--- config.mk ---
export PLATFORM = sky130hd
export DESIGN_NAME = rcs_sensor
export DESIGN_NICKNAME = d
export VERILOG_FILES = /design/src/placeholder_end.sv /design/src/rcs_pkg.sv /design/src/rcs_sensor.sv
export VERILOG_INCLUDE_DIRS = /design/src
export SDC_FILE = /design/constraint.sdc
export NUM_CORES = 1
export LEC_CHECK = 0
export BUFFER_PORTS_ARGS = -buffer_cell sky130_fd_sc_hd__buf_4
export CORE_MARGIN = 3
export CORE_UTILIZATION = 54
export DETAILED_ROUTE_END_ITERATION = 12
export GPL_ROUTABILITY_DRIVEN = 0
export PLACE_DENSITY = 0.72
export SYNTH_ARGS = -nofsm -noshare
export SYNTH_HDL_FRONTEND = slang
export SYNTH_SLANG_ARGS = --single-unit
--- constraint.sdc ---
create_clock -name clock -period 11.1 [get_ports clock]
set_clock_uncertainty 0.2 [all_clocks]
set_input_delay 0.555 -clock clock [delete_from_list [all_inputs] [get_ports clock]]
set_output_delay 0.555 -clock clock [all_outputs]
set_load 0.02 [all_outputs]
--- src/rcs_consts.svh ---
// Function
// SPI mode 1: idle low, launch lead edge
// Device is slave, drives only MISO
// Master makes chip select and clock
// Frame: fast word, accurate word, CRC
// CRC-8 poly 0x07, seed 0xFF, zeroes frame
// Master rejects frame when CRC nonzero
// Per byte: XOR, eight shifts, poly
// Error forces fast word bits 15..6 high
// Error bits 5 and 4 reserved
// Error bit 3 marks self-test failure
// Error bit 2 always zero
// Error bit 1 marks above threshold
// Error bit 0 marks critical overload
// Self-test failure sticky until power cycle; code clears it on every rst_n reset
// Threshold lies between 152 and 175 mA
// Master ignores accurate word on error
// Reset 5 us min, ready within 100 ms
// Healthy fault pin toggles 11 to 21 kHz
// Fault pin reacts within 200 us
// Fast word feeds sigma-delta modulator
// 48 MHz bitstream, negative is inverse
// Samples offset binary, zero at 32768
// On fault, fault pin holds steady
// MSB first, high byte first
//
// Purpose: constants of the residual current readout block
// Assumes: 100 MHz system clock
// Notes: all timing counts derive from the times below
`ifndef RCS_CONSTS_SVH
`define RCS_CONSTS_SVH

`define RCS_CLK_NS 10
`define RCS_STARTUP_MS 100
`define RCS_STARTUP_CYCLES (`RCS_STARTUP_MS * 1000000 / `RCS_CLK_NS)
`define RCS_FAULT_HALF_NS 31250
`define RCS_FAULT_HALF_CYCLES (`RCS_FAULT_HALF_NS / `RCS_CLK_NS)
`define RCS_FAULT_REACT_US 200
`define RCS_BITSTREAM_MHZ 48
`define RCS_SYS_MHZ (1000 / `RCS_CLK_NS)
`define RCS_ZERO_CODE 16'h8000
`define RCS_THRESH_LSB 16'h36FE
`define RCS_CRC_SEED 8'hFF
`define RCS_CRC_POLY 8'h07
`define RCS_CRC_TOP 8'h80
`define RCS_FRAME_BITS 40
`define RCS_ERR_ONES 10'h3FF
`define RCS_ERR_RSVD 2'h0

`endif

--- src/placeholder_end.sv ---
`timescale 1ns/1ns
`default_nettype none
`default_nettype wire

--- src/rcs_pkg.sv ---
// Purpose: types of the residual current readout block
// Assumes: rcs_consts.svh holds the numbers
// Notes: none
package rcs_pkg;

    typedef struct packed {
        logic selftest_failure;
        logic over_threshold;
        logic critical_overload;
    } rcs_status_t;

    typedef struct packed {
        logic [15:0] fast;
        logic [15:0] accurate;
        logic [7:0] crc;
    } rcs_frame_t;

    typedef enum logic [0:0] {
        RCS_IDLE,
        RCS_SHIFT
    } rcs_spi_state_t;

endpackage

--- src/rcs_sensor.sv ---
// Purpose: SPI frame slave, sigma-delta output and fault pin
// Assumes: SPI pins asynchronous to clock; SCLK period >= 125 ns
// Notes: bitstream rate averages 48 MHz from a 100 MHz clock
`timescale 1ns/1ns
`include "rcs_consts.svh"
`default_nettype none

module rcs_sensor #(
    parameter int unsigned STARTUP_CYCLES = `RCS_STARTUP_CYCLES
) (
    // Clock, reset, enable
    input wire logic clock,
    input wire logic rst_n,
    input wire logic clk_en,
    // SPI pins, master drives select and clock
    input wire logic spi_cs_n,
    input wire logic spi_sclk,
    output logic spi_miso,
    output logic spi_miso_oe,
    // Measurement path, same clock domain
    input wire logic [15:0] fast_sample,
    input wire logic [15:0] accurate_sample,
    input wire logic critical_overload,
    input wire logic selftest_failure_in,
    // Outputs
    output logic analog_pos,
    output logic analog_neg,
    output logic fault_pin,
    output logic ready
);

    function automatic logic [7:0] crc8(input logic [7:0] crc_in,
                                        input logic [7:0] data_in);
        logic [7:0] c;
        c = crc_in ^ data_in;
        for (int i = 0; i < 8; i++)
        begin
            if ((c & `RCS_CRC_TOP) != 8'h00)
                c = (c << 1) ^ `RCS_CRC_POLY;
            else
                c = c << 1;
        end
        return c;
    endfunction

    // Pin synchronisers: stage 1 only feeds stage 2
    logic [1:0] cs_sync_q, cs_sync_d;
    logic [2:0] sclk_sync_q, sclk_sync_d;
    logic cs_n_s, sclk_rise;

    always_comb
    begin
        cs_sync_d = {cs_sync_q[0], spi_cs_n};
        sclk_sync_d = {sclk_sync_q[1:0], spi_sclk};
    end

    always_ff @(posedge clock)
    begin
        if (!rst_n)
        begin
            cs_sync_q <= 2'h3;
            sclk_sync_q <= 3'h0;
        end
        else if (clk_en)
        begin
            cs_sync_q <= cs_sync_d;
            sclk_sync_q <= sclk_sync_d;
        end
    end

    assign cs_n_s = cs_sync_q[1];
    // Mode 1: the rising (leading) edge launches the next bit
    assign sclk_rise = sclk_sync_q[1] & ~sclk_sync_q[2];

    // Status and sample word
    rcs_pkg::rcs_status_t status;
    logic selftest_q, selftest_d;
    logic [15:0] magnitude;
    logic any_error;
    logic [15:0] fast_word;

    always_comb
    begin
        selftest_d = selftest_q | selftest_failure_in;
    end

    always_ff @(posedge clock)
    begin
        if (!rst_n)
            selftest_q <= 1'b0;
        else if (clk_en)
            selftest_q <= selftest_d;
    end

    always_comb
    begin
        // Offset binary: distance from the zero-current code
        if (fast_sample >= `RCS_ZERO_CODE)
            magnitude = fast_sample - `RCS_ZERO_CODE;
        else
            magnitude = `RCS_ZERO_CODE - fast_sample;
        status.selftest_failure = selftest_q;
        status.over_threshold = magnitude > `RCS_THRESH_LSB;
        status.critical_overload = critical_overload;
        any_error = |status;
        if (any_error)
            fast_word = {`RCS_ERR_ONES,
                         `RCS_ERR_RSVD,
                         status.selftest_failure,
                         1'b0,
                         status.over_threshold,
                         status.critical_overload};
        else
            fast_word = fast_sample;
    end

    // Startup wait after reset release
    logic [31:0] start_cnt_q, start_cnt_d;
    logic ready_q, ready_d;

    always_comb
    begin
        start_cnt_d = start_cnt_q;
        ready_d = ready_q;
        if (!ready_q)
        begin
            if (start_cnt_q >= STARTUP_CYCLES - 1)
                ready_d = 1'b1;
            else
                start_cnt_d = start_cnt_q + 32'h1;
        end
    end

    always_ff @(posedge clock)
    begin
        if (!rst_n)
        begin
            start_cnt_q <= 32'h0;
            ready_q <= 1'b0;
        end
        else if (clk_en)
        begin
            start_cnt_q <= start_cnt_d;
            ready_q <= ready_d;
        end
    end

    assign ready = ready_q;

    // SPI frame shifter; the device never drives select or clock
    rcs_pkg::rcs_spi_state_t state_q, state_d;
    logic [`RCS_FRAME_BITS-1:0] shreg_q, shreg_d;
    logic miso_q, miso_d;
    rcs_pkg::rcs_frame_t frame;

    always_comb
    begin
        frame.fast = fast_word;
        frame.accurate = accurate_sample;
        frame.crc = crc8(crc8(crc8(crc8(`RCS_CRC_SEED,
            fast_word[15:8]), fast_word[7:0]),
            accurate_sample[15:8]), accurate_sample[7:0]);
    end

    always_comb
    begin
        state_d = state_q;
        shreg_d = shreg_q;
        miso_d = miso_q;
        case (state_q)
            rcs_pkg::RCS_IDLE:
            begin
                if (!cs_n_s)
                begin
                    shreg_d = frame;
                    state_d = rcs_pkg::RCS_SHIFT;
                end
            end
            rcs_pkg::RCS_SHIFT:
            begin
                if (cs_n_s)
                    state_d = rcs_pkg::RCS_IDLE;
                else if (sclk_rise)
                begin
                    miso_d = shreg_q[`RCS_FRAME_BITS-1];
                    shreg_d = {shreg_q[`RCS_FRAME_BITS-2:0], 1'b0};
                end
            end
            default:
                state_d = rcs_pkg::RCS_IDLE;
        endcase
    end

    always_ff @(posedge clock)
    begin
        if (!rst_n)
        begin
            state_q <= rcs_pkg::RCS_IDLE;
            shreg_q <= '0;
            miso_q <= 1'b0;
        end
        else if (clk_en)
        begin
            state_q <= state_d;
            shreg_q <= shreg_d;
            miso_q <= miso_d;
        end
    end

    // Half duplex: drive MISO only while selected
    assign spi_miso = miso_q;
    assign spi_miso_oe = ~cs_n_s;

    // First-order sigma-delta, stepped at 48/100 of the clock
    // The bit holds between steps, so its duty over clocks is word/65536
    logic [7:0] rate_q, rate_d;
    logic [16:0] acc_q, acc_d;
    logic bit_q, bit_d;
    logic step;

    always_comb
    begin
        step = (rate_q + `RCS_BITSTREAM_MHZ) >= `RCS_SYS_MHZ;
        if (step)
            rate_d = 8'(rate_q + `RCS_BITSTREAM_MHZ - `RCS_SYS_MHZ);
        else
            rate_d = 8'(rate_q + `RCS_BITSTREAM_MHZ);
        acc_d = acc_q;
        bit_d = bit_q;
        if (step)
        begin
            acc_d = {1'b0, acc_q[15:0]} + {1'b0, fast_word};
            bit_d = acc_d[16];
        end
    end

    always_ff @(posedge clock)
    begin
        if (!rst_n)
        begin
            rate_q <= 8'h0;
            acc_q <= 17'h0;
            bit_q <= 1'b0;
        end
        else if (clk_en)
        begin
            rate_q <= rate_d;
            acc_q <= acc_d;
            bit_q <= bit_d;
        end
    end

    assign analog_pos = bit_q;
    assign analog_neg = ~bit_q;

    // Fault pin: 16 kHz square wave while healthy, frozen on fault
    logic [15:0] fcnt_q, fcnt_d;
    logic fault_q, fault_d;

    always_comb
    begin
        fcnt_d = fcnt_q;
        fault_d = fault_q;
        if (ready_q && !any_error)
        begin
            if (fcnt_q >= 16'(`RCS_FAULT_HALF_CYCLES - 1))
            begin
                fcnt_d = 16'h0;
                fault_d = ~fault_q;
            end
            else
                fcnt_d = fcnt_q + 16'h1;
        end
    end

    always_ff @(posedge clock)
    begin
        if (!rst_n)
        begin
            fcnt_q <= 16'h0;
            fault_q <= 1'b0;
        end
        else if (clk_en)
        begin
            fcnt_q <= fcnt_d;
            fault_q <= fault_d;
        end
    end

    assign fault_pin = fault_q;
endmodule

`default_nettype wire

==> flow_results.org, run 1 <==
** Cells and area
- Compared with the post-synthesis result, the final layout area differs by 12.5%.
- Cells with a size suffix above 1 make up 11.0% of the layout.
- The repair_antennas step left the layout with diodes totalling 0.
- Combined area of the multi-input logic cells :: 4510 sq um
- Number of nets in the final layout :: 964
- Leading cell types in the layout, fill and taps excluded :: 134 x sky130_fd_sc_hd__nor2_1, 121 x sky130_fd_sc_hd__dfxtp_1, 81 x sky130_fd_sc_hd__xnor2_1
- Leaving out fill and tap cells, the most frequent cell in the layout is sky130_fd_sc_hd__nor2_1.
- Fill cell total of the finished layout :: 1108
- Footprint of the flip-flops and latches :: 2420 sq um

** Setup path
- Along the worst path, the maximum fanout reaches 20.
- The worst setup path is of the input pin to flop kind.
- Data on the critical path arrives at its endpoint at 5.62 ns.
- Kind of capture point of the worst setup path :: flop
- STA puts the critical path data required time at 11.18 ns.
- The worst setup path is launched from an input pin.

** STA
- Measured against its own limit, the worst slew margin works out to 21.4%.
- For the pin with the worst max-slew slack, the measured transition is 1.18 ns.
- The number of failing hold endpoints at the final stage was 0.
- After routing, the total negative slack on setup checks comes to 0 ns.
- Number of failing setup endpoints in the final timing report :: 0
- Pins Over Slew Limit :: 0
- Setup repair after global routing left no endpoint under its margin.
- Period Utilization, post-route :: 49.9%
- The worst path needs 5.54 ns of the cycle, external delays included.
- In the post-route analysis, the smallest setup slack over all paths is 5.56 ns.
- For this run, the top clock speed supported by timing is 181 MHz.

** Clock network
- In this run, CTS created clock tree buffers numbering 17.
- TritonCTS sink count :: 121
- Hold buffer count at CTS :: 0
- Maximum root-to-sink buffer count :: 2
- CTS built an H-tree with a depth of 4.
- Number of buffers added for setup after CTS :: 0
- TritonCTS built the clock tree.
- Post-CTS sizing :: 0
- Clock latency on the worst-skew pair, taken at its later pin, is 0.42 ns.
- Clock Tree Root :: sky130_fd_sc_hd__clkbuf_16
- Clock-pin slew on the worst setup and hold paths :: 0.06 ns

** Detailed routing
- Vias per std cell :: 5.67
- Total routed wirelength :: 16600 um
- TritonRoute pass-1 iters :: 5
- The detailed router placed 6136 vias in this run.
- Routed WL per cell :: 15.3 um
- The detailed router finished its first iteration with 434 violations.
- Post-detailed-route count of antenna-violating nets :: 0
- DRC violation count after routing :: 0

** Yosys
- The synthesized design contains 121 register bits.
- Syn Nets :: 954
- In the synthesized netlist, the number of instances is 888.
- Most used DFF post-synth :: sky130_fd_sc_hd__dfxtp_1
- Share of the yosys chip area belonging to registers :: 33.3%
- Fraction of synthesized cell area taken by the top area cell type :: 33.3%
- Largest cells by area after synthesis :: sky130_fd_sc_hd__dfxtp_1 33%, sky130_fd_sc_hd__xnor2_1 9.7%, sky130_fd_sc_hd__nor2_1 6.9%, sky130_fd_sc_hd__mux2i_1 4.5%, sky130_fd_sc_hd__a21oi_1 4.5%
- Post-synth EDFFs :: 0
- Yosys mapped the design onto 69 distinct sky130hd cell types.
- The mapped netlist covers 7280 sq um.
- In the synthesized netlist the async set-or-reset flop fraction comes to 0%.
- Leading area contributor after synthesis :: sky130_fd_sc_hd__dfxtp_1
- The average instance in the mapped netlist occupies 8.19 sq um.
- The Yosys step of the flow raised 0 warnings.

** Run
- Across the run, the number of max-cap violations was 0.

** Place
- Detailed placement finished with a half-perimeter wire length of 11500 um.
- OpenSTA, run right after detailed placement, puts the worst setup slack at 5.18 ns.
- Buffers placed on the I/O ports in this run total 44.

** Floorplan
- Floorplan core area :: 12900 sq um
- In this run the horizontal extent of the chip is 122 um.
- Once the floorplan was initialized, standard cells occupied 56.5% of the core.
- Placement row count :: 41
- During I/O placement, the number of pins put on the boundary was 45.
- The floorplan step defined a die boundary enclosing 14900 sq um.
- From bottom edge to top edge, the die measures 122 um.

** Power
- Dividing total power by cell area gives a power density of 190 nW/um^2.
- Peak VDD IR :: 0.000126 V
- In this run the static leakage power is 3.18 nW.

** Global route
- Global-route wire length before repair :: 27900 um
- In the global route stage, overall resource usage came out at 23.3%.
- The number of antenna violations at the first check in global routing is 0.
- Total congestion overflow after global routing :: 0
- The number of global-route vias before repair came to 6157.
- Pin count of the biggest net entering global routing :: 66

** Worst hold path
- Type of the most critical hold path :: input pin to flop

** Run status
- The run finished with clean final reports.
cells by family after synthesis:
logic type	synth area share [%]
XOR/XNOR	15.9
flip-flops	33.3
buffers and inverters	4.97
AND/OR/NAND/NOR	21.3
multiplexers	4.69
adder cells (fa/ha/maj)	4.75
AO/OA/AOI/OAI	15.1
cells in the mapped netlist, types with 2 or more instances:
cell                       number
sky130_fd_sc_hd__a211oi_1      25
sky130_fd_sc_hd__a21boi_0      10
sky130_fd_sc_hd__a21o_1         3
sky130_fd_sc_hd__a21oi_1       65
sky130_fd_sc_hd__a221oi_1       4
sky130_fd_sc_hd__a31oi_1        8
sky130_fd_sc_hd__a41oi_1        2
sky130_fd_sc_hd__and2_1        27
sky130_fd_sc_hd__and3_1        11
sky130_fd_sc_hd__and4_1         2
sky130_fd_sc_hd__buf_1          5
sky130_fd_sc_hd__buf_2          4
sky130_fd_sc_hd__buf_6          3
sky130_fd_sc_hd__clkbuf_1      46
sky130_fd_sc_hd__dfxtp_1      121
sky130_fd_sc_hd__ha_1          26
sky130_fd_sc_hd__inv_1         31
sky130_fd_sc_hd__mux2i_1       33
sky130_fd_sc_hd__nand2_1       52
sky130_fd_sc_hd__nand2b_1      17
sky130_fd_sc_hd__nand3_1       31
sky130_fd_sc_hd__nand3b_1       3
sky130_fd_sc_hd__nand4_1        5
sky130_fd_sc_hd__nor2_1       134
sky130_fd_sc_hd__nor2b_1        9
sky130_fd_sc_hd__nor3_1        10
sky130_fd_sc_hd__nor4_1         4
sky130_fd_sc_hd__o211a_1        2
sky130_fd_sc_hd__o211ai_1       2
sky130_fd_sc_hd__o21ai_0       27
sky130_fd_sc_hd__o21bai_1       2
sky130_fd_sc_hd__o22ai_2        2
sky130_fd_sc_hd__o31ai_1        2
sky130_fd_sc_hd__or2_2          2
sky130_fd_sc_hd__or3_1          4
sky130_fd_sc_hd__or4_1          2
sky130_fd_sc_hd__or4b_2         2
sky130_fd_sc_hd__xnor2_1       81
sky130_fd_sc_hd__xnor2_2        3
sky130_fd_sc_hd__xor2_1        37
layer usage:
| layer | up-vias | global-route usage [%] | routed length, um |
|---|---|---|---|
| li1 | 3040 | - | - |
| met2 | 150 | 39.3 | 8090 |
| met4 | 0 | 10.4 | 480 |
| met3 | 41 | 5.15 | 672 |
| met5 | - | 0 | 0 |
| met1 | 2905 | 28.4 | 7300 |
registers in the layout, summed over array words and instances (netlist names):
register and count:
cs_sync_q 2, fault_pin 1, selftest_q 1, fcnt_q 16, rate_q 6, analog_pos 1
ready 1, spi_miso 1, sclk_sync_q 3, shreg_q 40, start_cnt_q 32, state_q 1
acc_q 16
report_power, final:
part | internal (mW) | switching [mW]
logic | 0.240 | 0.300
registers | 0.476 | 0.0294
clock network | 0.322 | 0.191
total | 1.04 | 0.521
cell type report:
| type | instances | share of cell area, % |
|---|---|---|
| multi-input cells | 678 | 55.1 |
| flip-flops and latches | 121 | 29.6 |
| clock buffers | 23 | 5.84 |
| repair buffers | 49 | 4.49 |
| well taps | 172 | 2.63 |
| inverters | 31 | 1.42 |
| clock inverters | 8 | 0.871 |
final timing paths:
check / start / end / slack (ns) / depth (start not counted)
worst max-delay path: fast_sample[11] / analog_pos$_SDFFE_PN0P_ / 5.56 / 22
worst min-delay path: spi_cs_n / cs_sync_q[0]$_SDFFE_PN1P_ / 0.15 / 3
worst max register to register: selftest_q$_SDFFE_PN0P_ / analog_pos$_SDFFE_PN0P_ / 6.23 / 19
worst min register to register: shreg_q[0]$_SDFFE_PN0P_ / shreg_q[0]$_SDFFE_PN0P_ / 0.26 / 2
metrics by stage:
| step | power [mW] | std cells | area (sq um) | hold slack (ns) | utilization [%] |
|---|---|---|---|---|---|
| after global routing | 1.66 | 1082 | 8180 | 0.177 | 63.6 |
| after floorplan | 0.939 | 888 | 7280 | 0.230 | - |
| after detailed placement | 1.05 | 1051 | 7630 | 0.248 | 59.3 |
| after CTS | 1.57 | 1082 | 8180 | 0.146 | 63.6 |
| after global placement | 1.03 | 1051 | 7630 | 0.243 | 59.3 |
| final | 1.56 | 1082 | 8180 | 0.155 | 63.6 |
worst max-delay path, cell delays in order:
cell and delay [ns]:
sky130_fd_sc_hd__buf_4 0.14, sky130_fd_sc_hd__or4_4 0.54, sky130_fd_sc_hd__or4_1 0.42, sky130_fd_sc_hd__o21ai_2 0.20, sky130_fd_sc_hd__o211ai_1 0.16, sky130_fd_sc_hd__o22ai_2 0.69, sky130_fd_sc_hd__a21o_1 0.24, sky130_fd_sc_hd__ha_1 0.17
sky130_fd_sc_hd__inv_1 0.06, sky130_fd_sc_hd__fa_1 0.39, sky130_fd_sc_hd__nor2b_1 0.11, sky130_fd_sc_hd__o21ai_0 0.10, sky130_fd_sc_hd__a21oi_1 0.18, sky130_fd_sc_hd__o21ai_0 0.13, sky130_fd_sc_hd__a21oi_1 0.19, sky130_fd_sc_hd__o21ai_0 0.12
sky130_fd_sc_hd__a21oi_1 0.17, sky130_fd_sc_hd__o21ai_0 0.13, sky130_fd_sc_hd__a21oi_1 0.24, sky130_fd_sc_hd__a31oi_1 0.13, sky130_fd_sc_hd__nand2b_1 0.17, sky130_fd_sc_hd__a2111oi_0 0.37
Power figures use the tool's default switching activity.
==> run 2: changes to the inputs <==
==> constraint.sdc (replaced) <==
create_clock -name clock -period 5.1 [get_ports clock]
set_clock_uncertainty 0.2 [all_clocks]
set_input_delay 0.255 -clock clock [delete_from_list [all_inputs] [get_ports clock]]
set_output_delay 0.255 -clock clock [all_outputs]
set_load 0.02 [all_outputs]
==> run 2 against run 1 <==
Critical path depth is the same. Sequential power increased by 120%. Design area rose by 2.3%. Sequential share of layout area fell by 0.65 points. Clock-buffer cell count shrank 2. Highest routed layer unchanged.
==> flow_results.org, run 2 (synthesized netlist as in run 1, its figures left out) <==
** STA
- Slew @ Worst Pin :: 1.15 ns (-0.0271 ns)
- The number of failing hold endpoints at the final stage is 0 (unchanged).
- The worst max-slew margin expressed relative to the limit is 23.3% (+1.9 points).
- Pins Over Slew Limit :: 0 (unchanged)
- The worst hold slack came to 0.0137 ns (-0.141 ns).
- Max Freq :: 215 MHz
- Setup repair after global routing left no endpoint under its margin.
- Number of failing setup endpoints in the final timing report :: 0 (unchanged)
- Post-layout worst setup margin :: 0.447 ns (-5.11 ns)
- The worst path uses 91.2% of the clock period.
- The worst path needs 4.65 ns of the cycle, external delays included.
- Total negative setup slack :: 0 ns (unchanged)

** Clock network
- Clock tree from TritonCTS :: built
- Clock Tree Root :: sky130_fd_sc_hd__clkbuf_16
- Maximum root-to-sink buffer count :: 2 (unchanged)
- The clock slew at the register clock pins of the worst setup and hold paths is 0.06 ns (about the same).
- Insertion delay to the later sink of the worst-skew pair :: 0.42 ns (about the same)
- Number of buffers added by the clock tree synthesis step :: 17 (unchanged)
- The count of clock tree sinks came to 121 (unchanged).
- The deepest level of the CTS H-tree came to 4 (unchanged).

** Global route
- All-Layer GR Usage :: 23.0% (-0.25 points)
- Vias in the first global route :: 5926 (-3.8%)
- Global-route wire length before repair :: 27500 um (-1.5%)
- The pin count of the biggest net entering global routing is 66 (unchanged).
- Total congestion overflow after global routing :: 0 (unchanged)
- The number of antenna violations at the first check in global routing was 0 (unchanged).

** Cells and area
- The area occupied by multi-input gates came to 4520 sq um (+0.19%).
- The antenna diode instance count was 0 (unchanged).
- Fraction of final layout cells sized beyond drive strength 1 :: 11.2% (+0.19 points)
- Number of standard cells in the final layout excluding fillers :: 1093 (+1.0%)
- Number of nets in the final layout :: 974 (+1.0%)
- Leading registers by flop count :: shreg_q x40, start_cnt_q x32
- The combined flip-flop and latch cell area is 2420 sq um (unchanged).
- The number of flip-flops under the largest register name was 40 (unchanged).
- The register with the most flip-flops in the final layout is shreg_q.
- Leaving out fill and tap cells, the most frequent cells in the layout are 134 x sky130_fd_sc_hd__nor2_1, 121 x sky130_fd_sc_hd__dfxtp_1, 81 x sky130_fd_sc_hd__xnor2_1.
- Commonest non-fill, non-tap cell in the layout :: sky130_fd_sc_hd__nor2_1
- Synth-to-Final Area Change :: 15.0%
- The count of filler cells inserted in the layout is 1064 (-4.0%).

** Detailed routing
- The via density per instance was 5.55 (-2.1%).
- Routed length on met3 :: 704 um (+4.8%)
- Routed signal wires occupy layers up through met4.
- WL met1 :: 7180 um (-1.8%)
- Routed length on met2 :: 7990 um (-1.3%)
- The average wire per cell in the routed design was 14.9 um (-2.9%).
- First DRT Iteration DRCs :: 420 (-3.2%)
- DRC violation count after routing :: 0 (unchanged)
- TritonRoute pass-1 iters :: 5 (unchanged)
- The count of antenna-violating nets left after detailed routing came to 0 (unchanged).
- Total routed wirelength :: 16200 um (-1.9%)
- Vias after detailed routing :: 6066 (-1.1%)

** Floorplan
- Initial Util :: 56.5% (unchanged)
- The overall die height is 122 um (unchanged).
- The number of placement rows is 41 (unchanged).
- Floorplan core area :: 12900 sq um (unchanged)
- Die width :: 122 um (unchanged)
- Number of primary I/O pins :: 45 (unchanged)
- Area enclosed by the die boundary :: 14900 sq um (unchanged)

** Power
- Final Total Pwr :: 3.55 mW (+130%)
- The leakage power figure was 3.25 nW (+2.4%).
- The total power divided by cell area is 424 nW/um^2 (+120%).
- The maximum vdd ir drop was 0.000311 V (+150%).

** Place
- The pre-CTS setup slack was 0.107 ns (-5.07 ns).
- Total of buffers placed on input and output ports :: 44 (unchanged)
- The cell total after placement came to 1052 (+0.095%).
- Dpl hpwl :: 11500 um (-0.21%)

** Setup path
- Critical path launch point type :: input pin
- The worst setup path is of the input pin to flop kind.
- The maximum cell stage delay along the critical path was 0.53 ns (-0.16 ns).
- The worst setup path is captured at a flop.
- Arrival time of the worst setup path :: 4.75 ns (-0.87 ns)
- The worst-path maximum fanout was 7 (-65%).
- Standard cell with the maximum stage delay on the critical path :: sky130_fd_sc_hd__or4_4
- Launching element of the worst setup path :: fast_sample[11]
- The critical path goes through buf_4 -> or4_4 -> or4_1 -> o21ai_2 -> o211ai_1 -> o22ai_2 -> a21o_1 -> ha_1 -> inv_1 -> fa_1 -> nor2b_1 -> o21ai_0 -> a21oi_1 -> o21ai_0 -> a21oi_1 -> o21ai_0 -> a21oi_1 -> o21ai_0 -> a21oi_1 -> a31oi_1 -> nand2b_1 -> a2111oi_0.
- Source of the worst register-to-register timing path :: selftest_q$_SDFFE_PN0P_
- Data required time at the worst endpoint :: 5.19 ns (-5.99 ns)

** Run status
- Outcome :: finished clean

** Worst hold path
- Type of the most critical hold path :: input pin to flop
- The startpoint identified for the worst hold timing path is accurate_sample[6].

** Run
- The number of violations of the max-capacitance limit was 0 (unchanged).
## run 2: metal layers
metal / global-route usage (%) / vias up
li1: - / 3057
met1: 28.0 / 2837
met2: 39.5 / 140
met3: 5.01 / 32
met4: 9.24 / 0
met5: 0 / -
## run 2: through the flow
step | utilization, % | cell area, sq um
6_report | 65.0 | 8370
4_1_cts | 64.9 | 8360
3_5_place_dp | 59.4 | 7640
3_3_place_gp | 59.4 | 7640
5_1_grt | 65.0 | 8370
2_1_floorplan | - | 7280
## run 2: path summary, 6_finish.rpt
| kind | depth (start not counted) | slack, ns | endpoint |
|---|---|---|---|
| max | 22 | 0.45 | analog_pos$_SDFFE_PN0P_ |
| min | 3 | 0.01 | shreg_q[14]$_SDFFE_PN0P_ |
| min reg2reg | 2 | 0.25 | spi_miso$_SDFFE_PN0P_ |
| max reg2reg | 19 | 0.90 | analog_pos$_SDFFE_PN0P_ |
## run 2: final cells by class
cell class | count | share of cell area [%]
Clock buffer | 21 | 5.50
Multi-Input combinational cell | 678 | 54.0
Clock inverter | 11 | 2.00
Sequential cell | 121 | 28.9
Tap cell | 172 | 2.57
Timing Repair Buffer | 59 | 5.56
Inverter | 31 | 1.39
## run 2: critical path: cells and delay by family
kind                       cells  cell delay [ns]
AOI/OAI and AO/OA             14             2.44
buffers and inverters          2             0.20
adders and majority gates      2             0.58
and+or+nand+nor                4             1.24
## run 2: where the power goes
| group | total, mW | leakage [nW] | internal (mW) | switching [mW] |
|---|---|---|---|---|
| clock network | 1.27 | 0.303 | 0.842 | 0.431 |
| registers | 1.10 | 0.981 | 1.03 | 0.0636 |
| logic | 1.18 | 1.97 | 0.530 | 0.651 |
## run 2: what timing repair did
action | CTS | global route
buffers inserted | 0 | 0
hold endpoints to repair | 9 | 0
hold buffers | 9 | 0
resized for setup | 0 | 1
setup endpoints to repair | 0 | 2
==> run 3: changes to the inputs <==
--- a/config.mk
+++ b/config.mk
@@ -6,6 +6,7 @@
 export SDC_FILE = /design/constraint.sdc
 export NUM_CORES = 1
 export LEC_CHECK = 0
+export ABC_AREA = 1
 export BUFFER_PORTS_ARGS = -buffer_cell sky130_fd_sc_hd__buf_4
 export CORE_MARGIN = 3
 export CORE_UTILIZATION = 54
==> run 3 against run 2 <==
Cell count increased by 37%. Global-route usage is 1.4 points higher. Combinational power rose by 25%. Hold slack better by 0.15 ns. Utilization down 0.78 points. Register-to-register slack gained 0.37 ns. Non-clock buffer count rose by 18. Power grew 7.3%. Highest routed layer unchanged.
==> flow_results.org, run 3 <==
** Yosys
- By area, the combinational part of the netlist is dominated by simple AND/OR/NAND/NOR gates.
- The synthesis warning total is 0 (unchanged).
- The synthesized-area fraction occupied by xor and xnor cells is 3.68% (-12 points).
- Most used DFF post-synth :: sky130_fd_sc_hd__dfxtp_1
- The async set-or-reset flop fraction in the synthesized netlist came to 0% (unchanged).
- The post-synthesis mux area share came to 0.123% (-4.6 points).
- Ranking of synthesized cells by instance count :: 335 x sky130_fd_sc_hd__nand2_1, 137 x sky130_fd_sc_hd__inv_1, 121 x sky130_fd_sc_hd__dfxtp_1, 115 x sky130_fd_sc_hd__nand3_1, 96 x sky130_fd_sc_hd__nor2_1
- Yosys attributes the largest share of cell area to sky130_fd_sc_hd__dfxtp_1 30%, sky130_fd_sc_hd__nand2_1 15%, sky130_fd_sc_hd__nand3_1 7.1%, sky130_fd_sc_hd__inv_1 6.3%, sky130_fd_sc_hd__a21oi_1 5.2%.
- The number of enable-type register cells in the synthesized netlist was 0 (unchanged).
- Average cell area after synthesis :: 6.53 sq um (-20%)
- Fraction of synthesized cell area taken by the top area cell type :: 29.8% (-3.5 points)
- Syn Nets :: 1310 (+37%)
- The post-synthesis instance area is 8120 sq um (+12%).
- The adder-cell share of the synthesized area was 4.25% (-0.49 points).
- Cell with the most instances after synthesis :: sky130_fd_sc_hd__nand2_1
- Total of flip-flops plus latches after synthesis :: 121 (unchanged)
- The largest total area in the synthesized netlist belongs to sky130_fd_sc_hd__dfxtp_1.
- The cell count after synthesis came to 1244 (+40%).
- The number of different library cells in the post-synthesis netlist was 62 (-10%).
- The post-synthesis compound-gate area fraction came to 15.6% (+0.51 points).
- The portion of the post-synthesis area used by sequential elements was 29.8% (-3.5 points).
- Basic-gate share of the synthesized area counting and, or, nand and nor cells :: 37.3% (+16 points)

** STA
- The final critical path time including I/O delays and setup is 4.57 ns (-0.0859 ns).
- Setup repair after global routing left no endpoint under its margin.
- The final-report max-slew violation count came to 0 (unchanged).
- The sum of negative setup slack was 0 ns (unchanged).
- Slew @ Worst Pin :: 0.857 ns (-0.294 ns)
- The number of failing hold endpoints at the final stage was 0 (unchanged).
- Period Utilization, post-route :: 89.5% (-1.7 points)
- The final setup violation count came to 0 (unchanged).
- Headroom to the max-slew limit :: 42.8% (+20 points)
- The maximum operating frequency was 219 MHz (+1.9%).

** Cells and area
- The filler-free cell count of the finished design was 1495 (+37%).
- From synthesis to final layout, the design area changed by 15.8%.
- Most flops, register :: shreg_q
- Commonest non-fill, non-tap cell in the layout :: sky130_fd_sc_hd__nand2_1
- The antenna diode instance count came to 0 (unchanged).
- Leading cell types in the layout, fill and taps excluded :: 335 x sky130_fd_sc_hd__nand2_1, 137 x sky130_fd_sc_hd__inv_1, 121 x sky130_fd_sc_hd__dfxtp_1
- Number of nets in the final layout :: 1366 (+40%)
- The largest registers in the layout are shreg_q x40, start_cnt_q x32.
- Fraction of final layout cells sized beyond drive strength 1 :: 13.3% (+2.1 points)
- Flip-flop count of the largest register, all copies and words added :: 40 (unchanged)
- The count of filler cells inserted in the layout came to 1370 (+29%).

** Setup path
- The cell depth of the worst flop-to-flop path came to 22 (+3).
- Source of the worst register-to-register timing path :: start_cnt_q[1]$_SDFFE_PN0P_
- Most used cell, CP :: sky130_fd_sc_hd__nand2_1
- Largest fanout on the critical path :: 9 (+2)
- The slowest stage of the critical path belongs to the cell sky130_fd_sc_hd__fa_1.
- The maximum cell stage delay along the critical path was 0.39 ns (-0.14 ns).
- The required time of the critical path came to 5.22 ns (+0.03 ns).
- Critical path launch point type :: input pin
- By startpoint and endpoint, the worst setup path is classified as input pin to flop.
- In this run the critical register-to-register path is captured at start_cnt_q[22]$_SDFFE_PN0P_.
- Setup slack on the worst flop-to-flop path :: 1.27 ns (+0.37 ns)
- Arrival time of the worst setup path :: 4.68 ns (-0.07 ns)
- The worst setup path is captured at a flop.

** Power
- The maximum vdd ir drop is 0.000323 V (+3.6%).
- The leakage power figure is 4.43 nW (+36%).
- The total power divided by cell area came to 405 nW/um^2 (-4.5%).

** Floorplan
- Die height :: 129 um (+5.4%)
- The number of placement rows came to 44 (+7.3%).
- The die area came to 16600 sq um (+11%).
- Initial Util :: 55.5% (-1.0 points)
- Number of primary I/O pins :: 45 (unchanged)
- The core outline area was 14600 sq um (+14%).
- Die width :: 129 um (+5.4%)

** Detailed routing
- Total routed wirelength :: 19700 um (+21%)
- The via density per instance was 5.37 (-3.3%).
- The count of antenna-violating nets left after detailed routing came to 0 (unchanged).
- The average wire per cell in the routed design came to 13.2 um (-11%).
- DRC violation count after routing :: 0 (unchanged)
- The total number of vias came to 8027 (+32%).
- TritonRoute pass-1 iters :: 6 (+1)
- The DRC violation total after the first TritonRoute iteration came to 505 (+20%).

** Worst hold path
- Hold Path End :: shreg_q[37]$_SDFFE_PN0P_
- Hold-critical path depth :: 5 (+2)
- Type of the most critical hold path :: input pin to flop
- Min-delay src :: fast_sample[13]

** Clock network
- Number of buffers added by the clock tree synthesis step :: 17 (unchanged)
- The clock slew at the register clock pins of the worst setup and hold paths came to 0.05 ns (about the same).
- The number of buffers on the longest clock path came to 2 (unchanged).
- The clock insertion delay at the later pin of the skew report is 0.41 ns (about the same).
- TritonCTS sink count :: 121 (unchanged)
- Max H-tree Level :: 4 (unchanged)
- Post-CTS sizing :: 0 (unchanged)
- The tree is rooted in a sky130_fd_sc_hd__clkbuf_16.
- The number of hold buffers added after cts was 22 (+13).
- The number of post-CTS setup repair buffers came to 0 (unchanged).
- TritonCTS built the clock tree.

** Run
- Number of max-cap violations :: 0 (unchanged)

** Place
- Dpl hpwl :: 14300 um (+24%)
- The count of input and output buffers was 44 (unchanged).
- Cell count after placement :: 1443 (+37%)

** Global route
- Pin count of the biggest net entering global routing :: 70 (+6.1%)
- The number of global-route vias before repair came to 7328 (+24%).
- All-Layer GR Usage :: 24.4% (+1.4 points)
- The first-pass GRT wire length was 33200 um (+21%).
- The number of antenna violations at the first check in global routing was 0 (unchanged).
- The remaining global-route overflow is 0 (unchanged).

** Run status
- The flow ran to the end, and the final reports show no timing, DRC or antenna violations.
## run 3: cell count changes after synthesis, moves of 13 or more
cell	change
sky130_fd_sc_hd__nand2_1	+283
sky130_fd_sc_hd__nand2_2	+34
sky130_fd_sc_hd__o211ai_1	+13
sky130_fd_sc_hd__inv_1	+106
sky130_fd_sc_hd__nand2b_1	-17
sky130_fd_sc_hd__and2_1	-24
sky130_fd_sc_hd__xnor2_1	-74
sky130_fd_sc_hd__mux2i_1	-32
sky130_fd_sc_hd__nor2_1	-38
sky130_fd_sc_hd__xor2_1	-25
sky130_fd_sc_hd__nand3_1	+84
sky130_fd_sc_hd__o21ai_0	+40
sky130_fd_sc_hd__a21oi_1	+19
sky130_fd_sc_hd__a211oi_1	-21
## run 3: layer usage
| metal | part of all wire, % | up-vias | wire (um) | track usage (%) |
|---|---|---|---|---|
| li1 | - | 4206 | - | - |
| met3 | 4.4 | 28 | 871 | 4.94 |
| met5 | 0 | - | 0 | 0 |
| met2 | 45 | 194 | 8960 | 39.0 |
| met4 | 1.7 | 0 | 339 | 7.78 |
| met1 | 48 | 3599 | 9550 | 33.2 |
## run 3: worst max path at each step
| stage | slack [ns] | from | endpoint |
|---|---|---|---|
| floorplan | 0.62 | fast_sample[0] | analog_pos$_SDFFE_PN0P_ |
| detailed placement | 0.16 | fast_sample[0] | analog_pos$_SDFFE_PN0P_ |
| global placement | 0.32 | fast_sample[0] | analog_pos$_SDFFE_PN0P_ |
| CTS | 0.58 | fast_sample[0] | analog_pos$_SDFFE_PN0P_ |
| finish | 0.53 | fast_sample[0] | analog_pos$_SDFFE_PN0P_ |
| global route | 0.05 | fast_sample[0] | analog_pos$_SDFFE_PN0P_ |
## run 3: where the power goes
group / switching [mW] / internal (mW) / leakage [nW] / total [mW]
Combinational: 0.917 / 0.560 / 3.16 / 1.48
Clock: 0.412 / 0.798 / 0.288 / 1.21
Sequential: 0.0671 / 1.06 / 0.984 / 1.12
## run 3: cell type report
type                    count  area [sq um]  area share (%)
clock buffers              22           474            5.04
clock inverters             8           120            1.28
inverters                 150           566            6.01
multi-input cells         933          4960            52.7
flip-flops and latches    121          2420            25.8
well taps                 184           230            2.45
repair buffers             77           633            6.73
## run 3: critical path: cells and delay by family
kind	cells	cell delay [ns]
AO/OA/AOI/OAI	12	1.68
AND/OR/NAND/NOR	16	1.57
adder cells (fa/ha/maj)	3	0.73
buffers and inverters	5	0.43
## run 3: cells by family (layout without fill, tap and decap cells)
logic type | Yosys count | in the layout
muxes | 1 | 1
adders and majority gates | 27 | 27
xor gates and xnor gates | 25 | 25
AOI/OAI and AO/OA | 219 | 219
DFF | 121 | 121
and+or+nand+nor | 661 | 661
buffers and inverters | 190 | 257
## run 3: per-stage QoR
stage	hold slack (ns)	instance area (sq um)	utilization, %	setup slack (ns)	power (mW)
final	0.163	9400	64.2	0.533	3.81
after global routing	0.184	9400	64.2	0.0496	4.09
after CTS	0.133	9400	64.2	0.575	3.83
after detailed placement	0.217	8590	58.7	0.164	2.59
after global placement	0.214	8590	58.7	0.324	2.56
after floorplan	0.181	8120	-	0.624	2.29
